<file path="config.mk">
export PLATFORM = sky130hd
export DESIGN_NAME = clock_source_select
export DESIGN_NICKNAME = d
export VERILOG_FILES = /design/src/verilog/clk_sel_pkg.sv /design/src/verilog/clock_source_select.sv
export VERILOG_INCLUDE_DIRS = /design/src /design/src/verilog
export SDC_FILE = /design/constraint.sdc
export NUM_CORES = 1
export LEC_CHECK = 0
export BUFFER_PORTS_ARGS = -buffer_cell sky130_fd_sc_hd__buf_2
export CORE_ASPECT_RATIO = 0.8
export CORE_UTILIZATION = 59
export DETAILED_ROUTE_END_ITERATION = 16
export GPL_TIMING_DRIVEN = 0
export PLACE_DENSITY = 0.83
export SETUP_SLACK_MARGIN = 0.05
export SLEW_MARGIN = 20
export SYNTH_ARGS = -nofsm -noshare
export SYNTH_HDL_FRONTEND = slang
export SYNTH_SLANG_ARGS = --single-unit
export TNS_END_PERCENT = 100
</file>
<file path="constraint.sdc">
create_clock -name clk_i -period 5.6 [get_ports clk_i]
set_input_delay 1.12 -clock clk_i [delete_from_list [all_inputs] [get_ports clk_i]]
set_output_delay 1.12 -clock clk_i [all_outputs]
set_load 0.05 [all_outputs]
</file>
<file path="src/verilog/clk_sel_defs.svh">
`ifndef CLK_SEL_DEFS_SVH
`define CLK_SEL_DEFS_SVH

// =====================================================
// Register offsets
`define CS_SYSCFG_OFS 4'h0
`define CS_STATUS_OFS 4'h4
`define CS_MASK_OFS 4'h8
`define CS_STATE_OFS 4'hC

// =====================================================
// Field positions
`define CS_MONDIS_BIT 4
`define CS_FAIL_BIT 0

// =====================================================
// Reset values
`define CS_SYSCFG_RST 16'h0000
`define CS_STATUS_RST 16'h0000
`define CS_MASK_RST 16'h0000
`define CS_CNT_RST 5'h00

// =====================================================
// Monitor overflow count, in free-running PLL cycles
`define CS_MON_OVF 5'h10

// =====================================================
// Strap codes
`define CS_STRAP_X4 3'h7
`define CS_STRAP_X3 3'h6
`define CS_STRAP_X8 3'h5
`define CS_STRAP_X5 3'h4
`define CS_STRAP_DIRECT 3'h3
`define CS_STRAP_X10 3'h2
`define CS_STRAP_PRESC 3'h1
`define CS_STRAP_X16 3'h0

`endif

</file>
<file path="src/verilog/clk_sel_pkg.sv">
package clk_sel_pkg;

  // Where the core clock comes from
  typedef enum logic [1:0] {
    SRC_DIRECT,
    SRC_PRESCALE,
    SRC_PLL_MULT,
    SRC_BACKUP
  } core_src_t;

  // PLL divider chain setting
  typedef struct packed {
    logic [2:0] in_div;
    logic [6:0] vco_mul;
    logic [2:0] out_div;
    logic [4:0] factor;
  } pll_cfg_t;

  // Whole state of the selector
  typedef struct packed {
    logic capture;
    logic [2:0] strap;
    logic mon_dis;
    logic failed;
    logic [4:0] mon_cnt;
    logic xtal_prev;
    logic [4:0] sync_cnt;
    logic resync;
    logic [15:0] stat;
    logic [15:0] mask;
    logic [15:0] rdata;
  } state_t;

endpackage

</file>
<file path="src/verilog/clock_source_select.sv">
// Design decisions made here: strobed register access and the register offsets.
`timescale 1ns/100ps
`default_nettype none
`include "clk_sel_defs.svh"

module clock_source_select #(
  parameter int ADDR_W = 4,
  parameter int DATA_W = 16
) (
  // Clock and reset
  input wire logic clk_i,
  input wire logic reset_i,
  input wire logic bidir_reset_i,
  // Strap pins and clock sources
  input wire logic [2:0] clock_mode_straps_i,
  input wire logic crystal_input_pin_i,
  input wire logic pll_tick_i,
  // Register port
  input wire logic [ADDR_W-1:0] addr_i,
  input wire logic [DATA_W-1:0] wdata_i,
  input wire logic wr_i,
  input wire logic rd_i,
  output logic [DATA_W-1:0] rdata_o,
  // Clock control
  output clk_sel_pkg::core_src_t core_src_o,
  output clk_sel_pkg::pll_cfg_t pll_cfg_o,
  output logic pll_power_o,
  output logic pll_ref_connect_o,
  output logic osc_amp_bypass_o,
  output logic pll_resync_o,
  output logic clock_fail_o,
  // Interrupt
  output logic irq_o
);

  // ===================================================
  // State registers
  clk_sel_pkg::state_t st_ff;
  clk_sel_pkg::state_t nxt_st;
  clk_sel_pkg::state_t rst_st;

  // ===================================================
  // Decoded mode
  logic mode_direct;
  logic mode_presc;
  logic mode_pll;
  logic mon_active;
  logic xtal_edge;
  logic [4:0] cnt_inc;
  logic overflow;
  logic wr_syscfg;
  logic wr_status;
  logic wr_mask;
  logic [15:0] set_bits;
  logic [15:0] clr_bits;
  clk_sel_pkg::pll_cfg_t cfg;

  assign mode_direct = (st_ff.strap == `CS_STRAP_DIRECT);
  assign mode_presc = (st_ff.strap == `CS_STRAP_PRESC);
  assign mode_pll = !mode_direct && !mode_presc;
  assign mon_active = !mode_pll && !st_ff.mon_dis && !st_ff.failed && !st_ff.capture;
  assign xtal_edge = crystal_input_pin_i ^ st_ff.xtal_prev;
  assign cnt_inc = 5'(st_ff.mon_cnt + 5'h01);
  assign overflow = mon_active && pll_tick_i && !xtal_edge && (cnt_inc == `CS_MON_OVF);

  assign wr_syscfg = wr_i && (addr_i == `CS_SYSCFG_OFS);
  assign wr_status = wr_i && (addr_i == `CS_STATUS_OFS);
  assign wr_mask = wr_i && (addr_i == `CS_MASK_OFS);

  // ===================================================
  // PLL divider table
  // Divider chain per strap code
  always_comb
  begin
    cfg = '0;
    case (st_ff.strap)
      `CS_STRAP_X4:
      begin
        cfg.in_div = 3'h4;
        cfg.vco_mul = 7'h40;
        cfg.out_div = 3'h4;
        cfg.factor = 5'h04;
      end
      `CS_STRAP_X3:
      begin
        cfg.in_div = 3'h4;
        cfg.vco_mul = 7'h30;
        cfg.out_div = 3'h4;
        cfg.factor = 5'h03;
      end
      `CS_STRAP_X8:
      begin
        cfg.in_div = 3'h4;
        cfg.vco_mul = 7'h40;
        cfg.out_div = 3'h2;
        cfg.factor = 5'h08;
      end
      `CS_STRAP_X5:
      begin
        cfg.in_div = 3'h4;
        cfg.vco_mul = 7'h28;
        cfg.out_div = 3'h2;
        cfg.factor = 5'h05;
      end
      `CS_STRAP_X10:
      begin
        cfg.in_div = 3'h2;
        cfg.vco_mul = 7'h28;
        cfg.out_div = 3'h2;
        cfg.factor = 5'h0A;
      end
      `CS_STRAP_X16:
      begin
        cfg.in_div = 3'h2;
        cfg.vco_mul = 7'h40;
        cfg.out_div = 3'h2;
        cfg.factor = 5'h10;
      end
      default:
      begin
        cfg = '0;
      end
    endcase
  end

  // ===================================================
  // Reset image
  always_comb
  begin
    rst_st = '0;
    rst_st.mon_dis = 1'(`CS_SYSCFG_RST >> `CS_MONDIS_BIT);
    rst_st.capture = 1'b1;
    rst_st.mon_cnt = `CS_CNT_RST;
    rst_st.stat = `CS_STATUS_RST;
    rst_st.mask = `CS_MASK_RST;
  end

  // ===================================================
  // Next state
  always_comb
  begin
    nxt_st = st_ff;
    nxt_st.resync = 1'b0;
    nxt_st.xtal_prev = crystal_input_pin_i;
    set_bits = '0;
    clr_bits = '0;
    if (st_ff.capture)
    begin
      nxt_st.strap = clock_mode_straps_i;
      nxt_st.capture = 1'b0;
    end
    if (wr_syscfg)
    begin
      nxt_st.mon_dis = wdata_i[`CS_MONDIS_BIT];
    end
    if (wr_mask)
    begin
      nxt_st.mask = wdata_i;
    end
    if (!mon_active || xtal_edge)
    begin
      nxt_st.mon_cnt = `CS_CNT_RST;
    end
    else if (pll_tick_i)
    begin
      nxt_st.mon_cnt = overflow ? `CS_CNT_RST : cnt_inc;
    end
    if (overflow)
    begin
      nxt_st.failed = 1'b1;
      set_bits[`CS_FAIL_BIT] = 1'b1;
    end
    // Write one to clear, set wins
    if (wr_status)
    begin
      clr_bits = wdata_i;
    end
    nxt_st.stat = (st_ff.stat & ~clr_bits) | set_bits;
    if (mode_pll && xtal_edge && !st_ff.capture)
    begin
      if (st_ff.sync_cnt >= 5'(cfg.factor - 5'h01))
      begin
        nxt_st.sync_cnt = '0;
        nxt_st.resync = 1'b1;
      end
      else
      begin
        nxt_st.sync_cnt = 5'(st_ff.sync_cnt + 5'h01);
      end
    end
    // Register read data, zero for unmapped
    if (rd_i)
    begin
      case (addr_i)
        `CS_SYSCFG_OFS: nxt_st.rdata = 16'(nxt_mon_word(st_ff.mon_dis));
        `CS_STATUS_OFS: nxt_st.rdata = st_ff.stat;
        `CS_MASK_OFS: nxt_st.rdata = st_ff.mask;
        `CS_STATE_OFS: nxt_st.rdata = {5'h00, st_ff.mon_cnt, 2'(core_src_o),
          st_ff.failed, st_ff.strap};
        default: nxt_st.rdata = 16'h0000;
      endcase
    end
    if (bidir_reset_i)
    begin
      nxt_st = rst_st;
      nxt_st.xtal_prev = crystal_input_pin_i;
    end
  end

  function automatic logic [15:0] nxt_mon_word(input logic dis);
    logic [15:0] w;
    w = 16'h0000;
    w[`CS_MONDIS_BIT] = dis;
    return w;
  endfunction

  // ===================================================
  // State register
  always_ff @(posedge clk_i or posedge reset_i)
  begin
    if (reset_i)
    begin
      st_ff <= '{capture: 1'b1, mon_cnt: `CS_CNT_RST, stat: `CS_STATUS_RST,
        mask: `CS_MASK_RST, default: '0};
    end
    else
    begin
      st_ff <= nxt_st;
    end
  end

  // ===================================================
  // Outputs
  always_comb
  begin
    if (st_ff.failed)
    begin
      core_src_o = clk_sel_pkg::SRC_BACKUP;
    end
    else if (mode_pll)
    begin
      core_src_o = clk_sel_pkg::SRC_PLL_MULT;
    end
    else if (mode_presc)
    begin
      core_src_o = clk_sel_pkg::SRC_PRESCALE;
    end
    else
    begin
      core_src_o = clk_sel_pkg::SRC_DIRECT;
    end
  end

  assign pll_cfg_o = mode_pll ? cfg : '0;
  assign pll_power_o = mode_pll || !st_ff.mon_dis || st_ff.failed;
  // Reference feeds PLL only in multiply mode
  assign pll_ref_connect_o = mode_pll && !st_ff.failed;
  assign osc_amp_bypass_o = mode_direct;
  assign pll_resync_o = st_ff.resync;
  assign clock_fail_o = st_ff.failed;
  assign rdata_o = st_ff.rdata;
  assign irq_o = |(st_ff.stat & st_ff.mask);
endmodule

`default_nettype wire

</file>
# Word level (Yosys, flattened, before mapping)
# Cells that the tools add are included.
# totals
mem_bits_ro,0
output_inout_bits,42
latchBits,0
inputBits,30
regBits,66
mem_count,0
wordCells,85
ram_bits,0
# classes
n_mux,20
magnitude_cmp,1
n_bitwise,5
shifts,0
n_eq_ne,11
n_reduce_logical,34
div,0
n_mul,0
addsub,3
# op_table
op,count
$pmux 18 s6,1
$mux 66,1
$pmux 16 s4,1
$mux 16,3
$and 16x16->16,2
$mux 5,4
$mux 18,1
$not 16->16,1
$or 16x1->16,1
$reduce_or 16->1,1
$logic_and 1x1->1,13
$eq 3x3->1 const B,4
$reduce_bool 2->1,6
$add 5x1->5 const B,2
$eq 4x4->1 const B,2
$logic_not 1->1,8
$eq 3x2->1 const B,2
$mux 6,1
$eq 5x5->1 const B,1
$ge 5x5->1,1
$mux 1,5
$sub 5x1->5 const B,1
$eq 4x3->1 const B,1
$logic_not 4->1,1
other kinds (7),10

# Depth between registers and ports, before layout
# depth
word_depth,14
depth_mapped,10
mapped_depth_nobuf,9

# Least setup slack after synthesis
# OpenSTA, ideal clock, no wires.
# synth_timing
kind,reg2out
start,register st_ff[64] (netlist name)
end,output pll_cfg_o[14] (netlist name)
required_time_ns,4.480
t_arrival_ns,1.830
slack_ns,2.650
n_path_buf,1
stages_incl_launch_ff,5
cell_sequence,dfrtp_1 -> buf_1 -> nand2b_1 -> nand2_1 -> nor2_1
# synth_lines
item,line,source
start: declaration,clock_source_select.sv:38,clk_sel_pkg::state_t st_ff;
start signal: assignment,clock_source_select.sv:223,"st_ff <= '{capture: 1'b1, mon_cnt: `CS_CNT_RST, stat: `CS_STATUS_RST,"
start signal: assignment,clock_source_select.sv:228,st_ff <= nxt_st;
end: declaration,clock_source_select.sv:26,"output clk_sel_pkg::pll_cfg_t pll_cfg_o,"

==> impl_metrics.py <==
metrics = {
    "clocking": {
        "clk_root_buffer_cell": "clkbuf_8",
        "cts_hold_buf": 0,
        "clkTransAtPathRegs_ns": 0.07,
        "cts_setup_buffers": 0,
        "cts_resized": 0,
        "cts_buffers": 9,
        "htree_levels": 3,
        "clk_latency_ns": 0.35,
        "clockBufferDepth": 2,
        "tritoncts": "yes",
        "cts.sink_count": 66,
    },
    "drt": {
        "first_pass_iters": 4,
        "routed_wl_mm": 8.021,
        "via_count": 2789,
        "wire_per_inst_um": 16.20,
        "drc_errors": 0,
        "final_antenna_net_count": 0,
        "avgViaCountPerCell": 5.634,
        "first_iter_violations": 160,
    },
    "floorplan": {
        "dieArea_um2": 6063,
        "core_um2": 5495,
        "die_h_um": 69.85,
        "pin_count": 72,
        "num_rows": 24,
        "die-width_um": 86.81,
        "start_util_pct": 61.77,
    },
    "place": {
        "gp_congestion": 0.8268,
        "port_buffers": 66,
        "place_area_um2": 3867,
        "dpl_worst_slack_ns": 2.992,
        "dp_cells": 479,
        "dp_hpwl_mm": 5.785,
    },
    "sta": {
        "setup_violations": 0,
        "setup_tns_ns": 0,
        "tightest_slew_ns": 0.6149,
        "post-route-min-period_ns": 2.868,
        "maxSlewHeadroom_pct": 58.83,
        "final_hold_viol_count": 0,
        "drv_slew": 0,
        "max_freq_mhz": 348.7,
        "rsz0062_at_grt": "false",
        "fin_ws_ns": 2.732,
        "fin_worst_skew_ns": 0.007491,
        "finalCritPeriodShare_pct": 51.21,
    },
    "setup_path": {
        "crit_end": "pll_cfg_o[13]",
        "rr_startpoint": "st_ff[64]$_DFFE_PP0P_",
        "crit_chain": "buf_1 > nand2b_1 > nand2_1 > buf_2",
        "worst_setup_path_end_kind": "primary output",
        "reg2reg_to": "st_ff[49]$_DFFE_PP0P_",
        "cp.required_ns": 4.48,
        "slowest_stage": "buf_1",
        "worstSetupPathType": "reg2out",
        "worstPathArrival_ns": 1.75,
        "reg2regPathDepth": 9,
        "critPathMaxFanout": 10,
        "critPathLaunchType": "register",
        "critPathLaunch": "st_ff[64]$_DFFE_PP0P_",
        "cpPeakStageDelay_ns": 0.41,
        "r2r_setup_slack_ns": 2.99,
    },
    "logic_synthesis": {
        "synth_warnings": 0,
        "synth_edf_count": 0,
        "ys_async_sr_fraction_pct": 100.0,
        "ys_seq_area_share_pct": 48.69,
        "syn_inst": 330,
        "synth_area_um2": 3395,
        "synth-seq-cells": 66,
        "avgSynthCellArea_um2": 10.29,
        "ys.flop_type": "dfrtp_1",
        "yosysUniqueCellTypes": 46,
    },
    "cells_and_area": {
        "final_common_cell": "buf_2",
        "fin_nets": 450,
        "drive_above_1_share_pct": 29.74,
        "fin_cells": 495,
        "syn2layout_area_growth_pct": 20.38,
        "fin_util_pct": 74.36,
        "final_cell_mix": "69 x buf_2, 65 x dfrtp_1, 31 x a21oi_1",
        "antenna_cells": 0,
        "final_area_um2": 4086,
    },
    "flow_run": {
        "cap_violations": 0,
    },
    "pwr": {
        "ir_drop_mv": 0.1725,
        "power.density_nw_per_um2": 260.2,
        "cellLeakagePower_nw": 2.023,
    },
    "global_routing": {
        "grtUsageTotal_pct": 29.33,
        "grt_pass1_wl_mm": 13.34,
        "grt_max_degree": 52,
        "antenna_found_initial": 0,
        "grt-ovfl-total": 0,
        "grt_pass1_vias": 2708,
    },
    "outcome": {
        "status": "complete, no violations",
    },
    "min_path": {
        "hp-class": "reg2reg",
    },
}
## where the power goes
| part | internal, mW | switching, mW | leakage (nW) |
|---|---|---|---|
| Sequential | 0.481 | 0.00377 | 0.913 |
| Combinational | 0.0400 | 0.0916 | 1.00 |
| Clock | 0.261 | 0.185 | 0.109 |
## final cells by class
cell class / count / area [um^2]
tap: 78 / 97.59
inverter: 8 / 32.53
sequential: 66 / 1653
clock inverter: 5 / 77.57
buffer: 40 / 262.8
fill: 409 / 1409
timing repair buffer: 67 / 357.8
clock buffer: 11 / 141.4
multi-input combinational: 220 / 1464
## cell families after synthesis
family	Yosys count	share of synthesized area [%]
AND/OR/NAND/NOR	97	16.26
AO/OA/AOI/OAI	96	19.06
flip-flops	66	48.69
buffers and inverters	48	8.625
adder cells (fa/ha/maj)	8	2.949
multiplexers	8	2.764
XOR/XNOR	6	1.548
other	1	0.1105
## per-layer routing
metal	wire length, um	global-route usage, %	share of wire [%]	vias to the layer above
met3	541	8.690	6.7	13
met5	0	0	0	-
met1	3660	41.28	46	1340
met2	3697	43.74	46	118
li1	-	-	-	1318
met4	122	9.259	1.5	0
## stage by stage
stage	hold slack [ns]	total power, mW
CTS	0.4929	1.068
detailed placement	0.4770	0.6252
global placement	0.4690	0.6195
global route	0.5142	1.094
floorplan	0.4568	0.5839
finish	0.4875	1.063
## registers in the layout (all words and copies together) (netlist names)
name,count
clock_fail_o,1
pll_resync_o,1
rdata_o,16
st_ff,48
## worst min-delay path by stage
| stage | depth (start not counted) | end | start | slack (ns) |
|---|---|---|---|---|
| 6_report | 2 | rdata_o[4]$_DFFE_PP0P_ | rdata_o[4]$_DFFE_PP0P_ | 0.49 |
| 5_1_grt | 2 | rdata_o[4]$_DFFE_PP0P_ | rdata_o[4]$_DFFE_PP0P_ | 0.51 |
| 4_1_cts | 2 | rdata_o[10]$_DFFE_PP0P_ | rdata_o[10]$_DFFE_PP0P_ | 0.49 |
| 3_5_place_dp | 2 | rdata_o[10]$_DFFE_PP0P_ | rdata_o[10]$_DFFE_PP0P_ | 0.48 |
| 3_3_place_gp | 2 | rdata_o[4]$_DFFE_PP0P_ | rdata_o[4]$_DFFE_PP0P_ | 0.47 |
| 2_1_floorplan | 2 | rdata_o[0]$_DFFE_PP0P_ | rdata_o[0]$_DFFE_PP0P_ | 0.46 |
## synthesized netlist by cell type (all sizes together), types with 3 or more instances
cell type,count,area share (%)
nor2b,3,0.55
a22oi,5,1.1
a22o,30,7.7
nor2,19,2.3
ha,8,2.9
nor4b,4,2.1
nor3,3,0.59
xnor2,4,1.0
and2,4,0.74
o21ai,19,2.8
mux2i,6,1.8
nand3,6,0.88
clkbuf,10,1.1
nand2,26,2.9
nand2b,22,4.1
inv,8,0.88
a21oi,32,4.8
and3,3,0.55
buf,30,6.6
a221oi,4,1.0
dfrtp,65,48
## critical path, delay by kind of cell (launching register included)
family                 cells  cell delay (ns)
buffers and inverters      2             0.68
flip-flops                 1             0.39
AND/OR/NAND/NOR            2             0.34
Note: power is estimated with default switching activity, not from simulation.
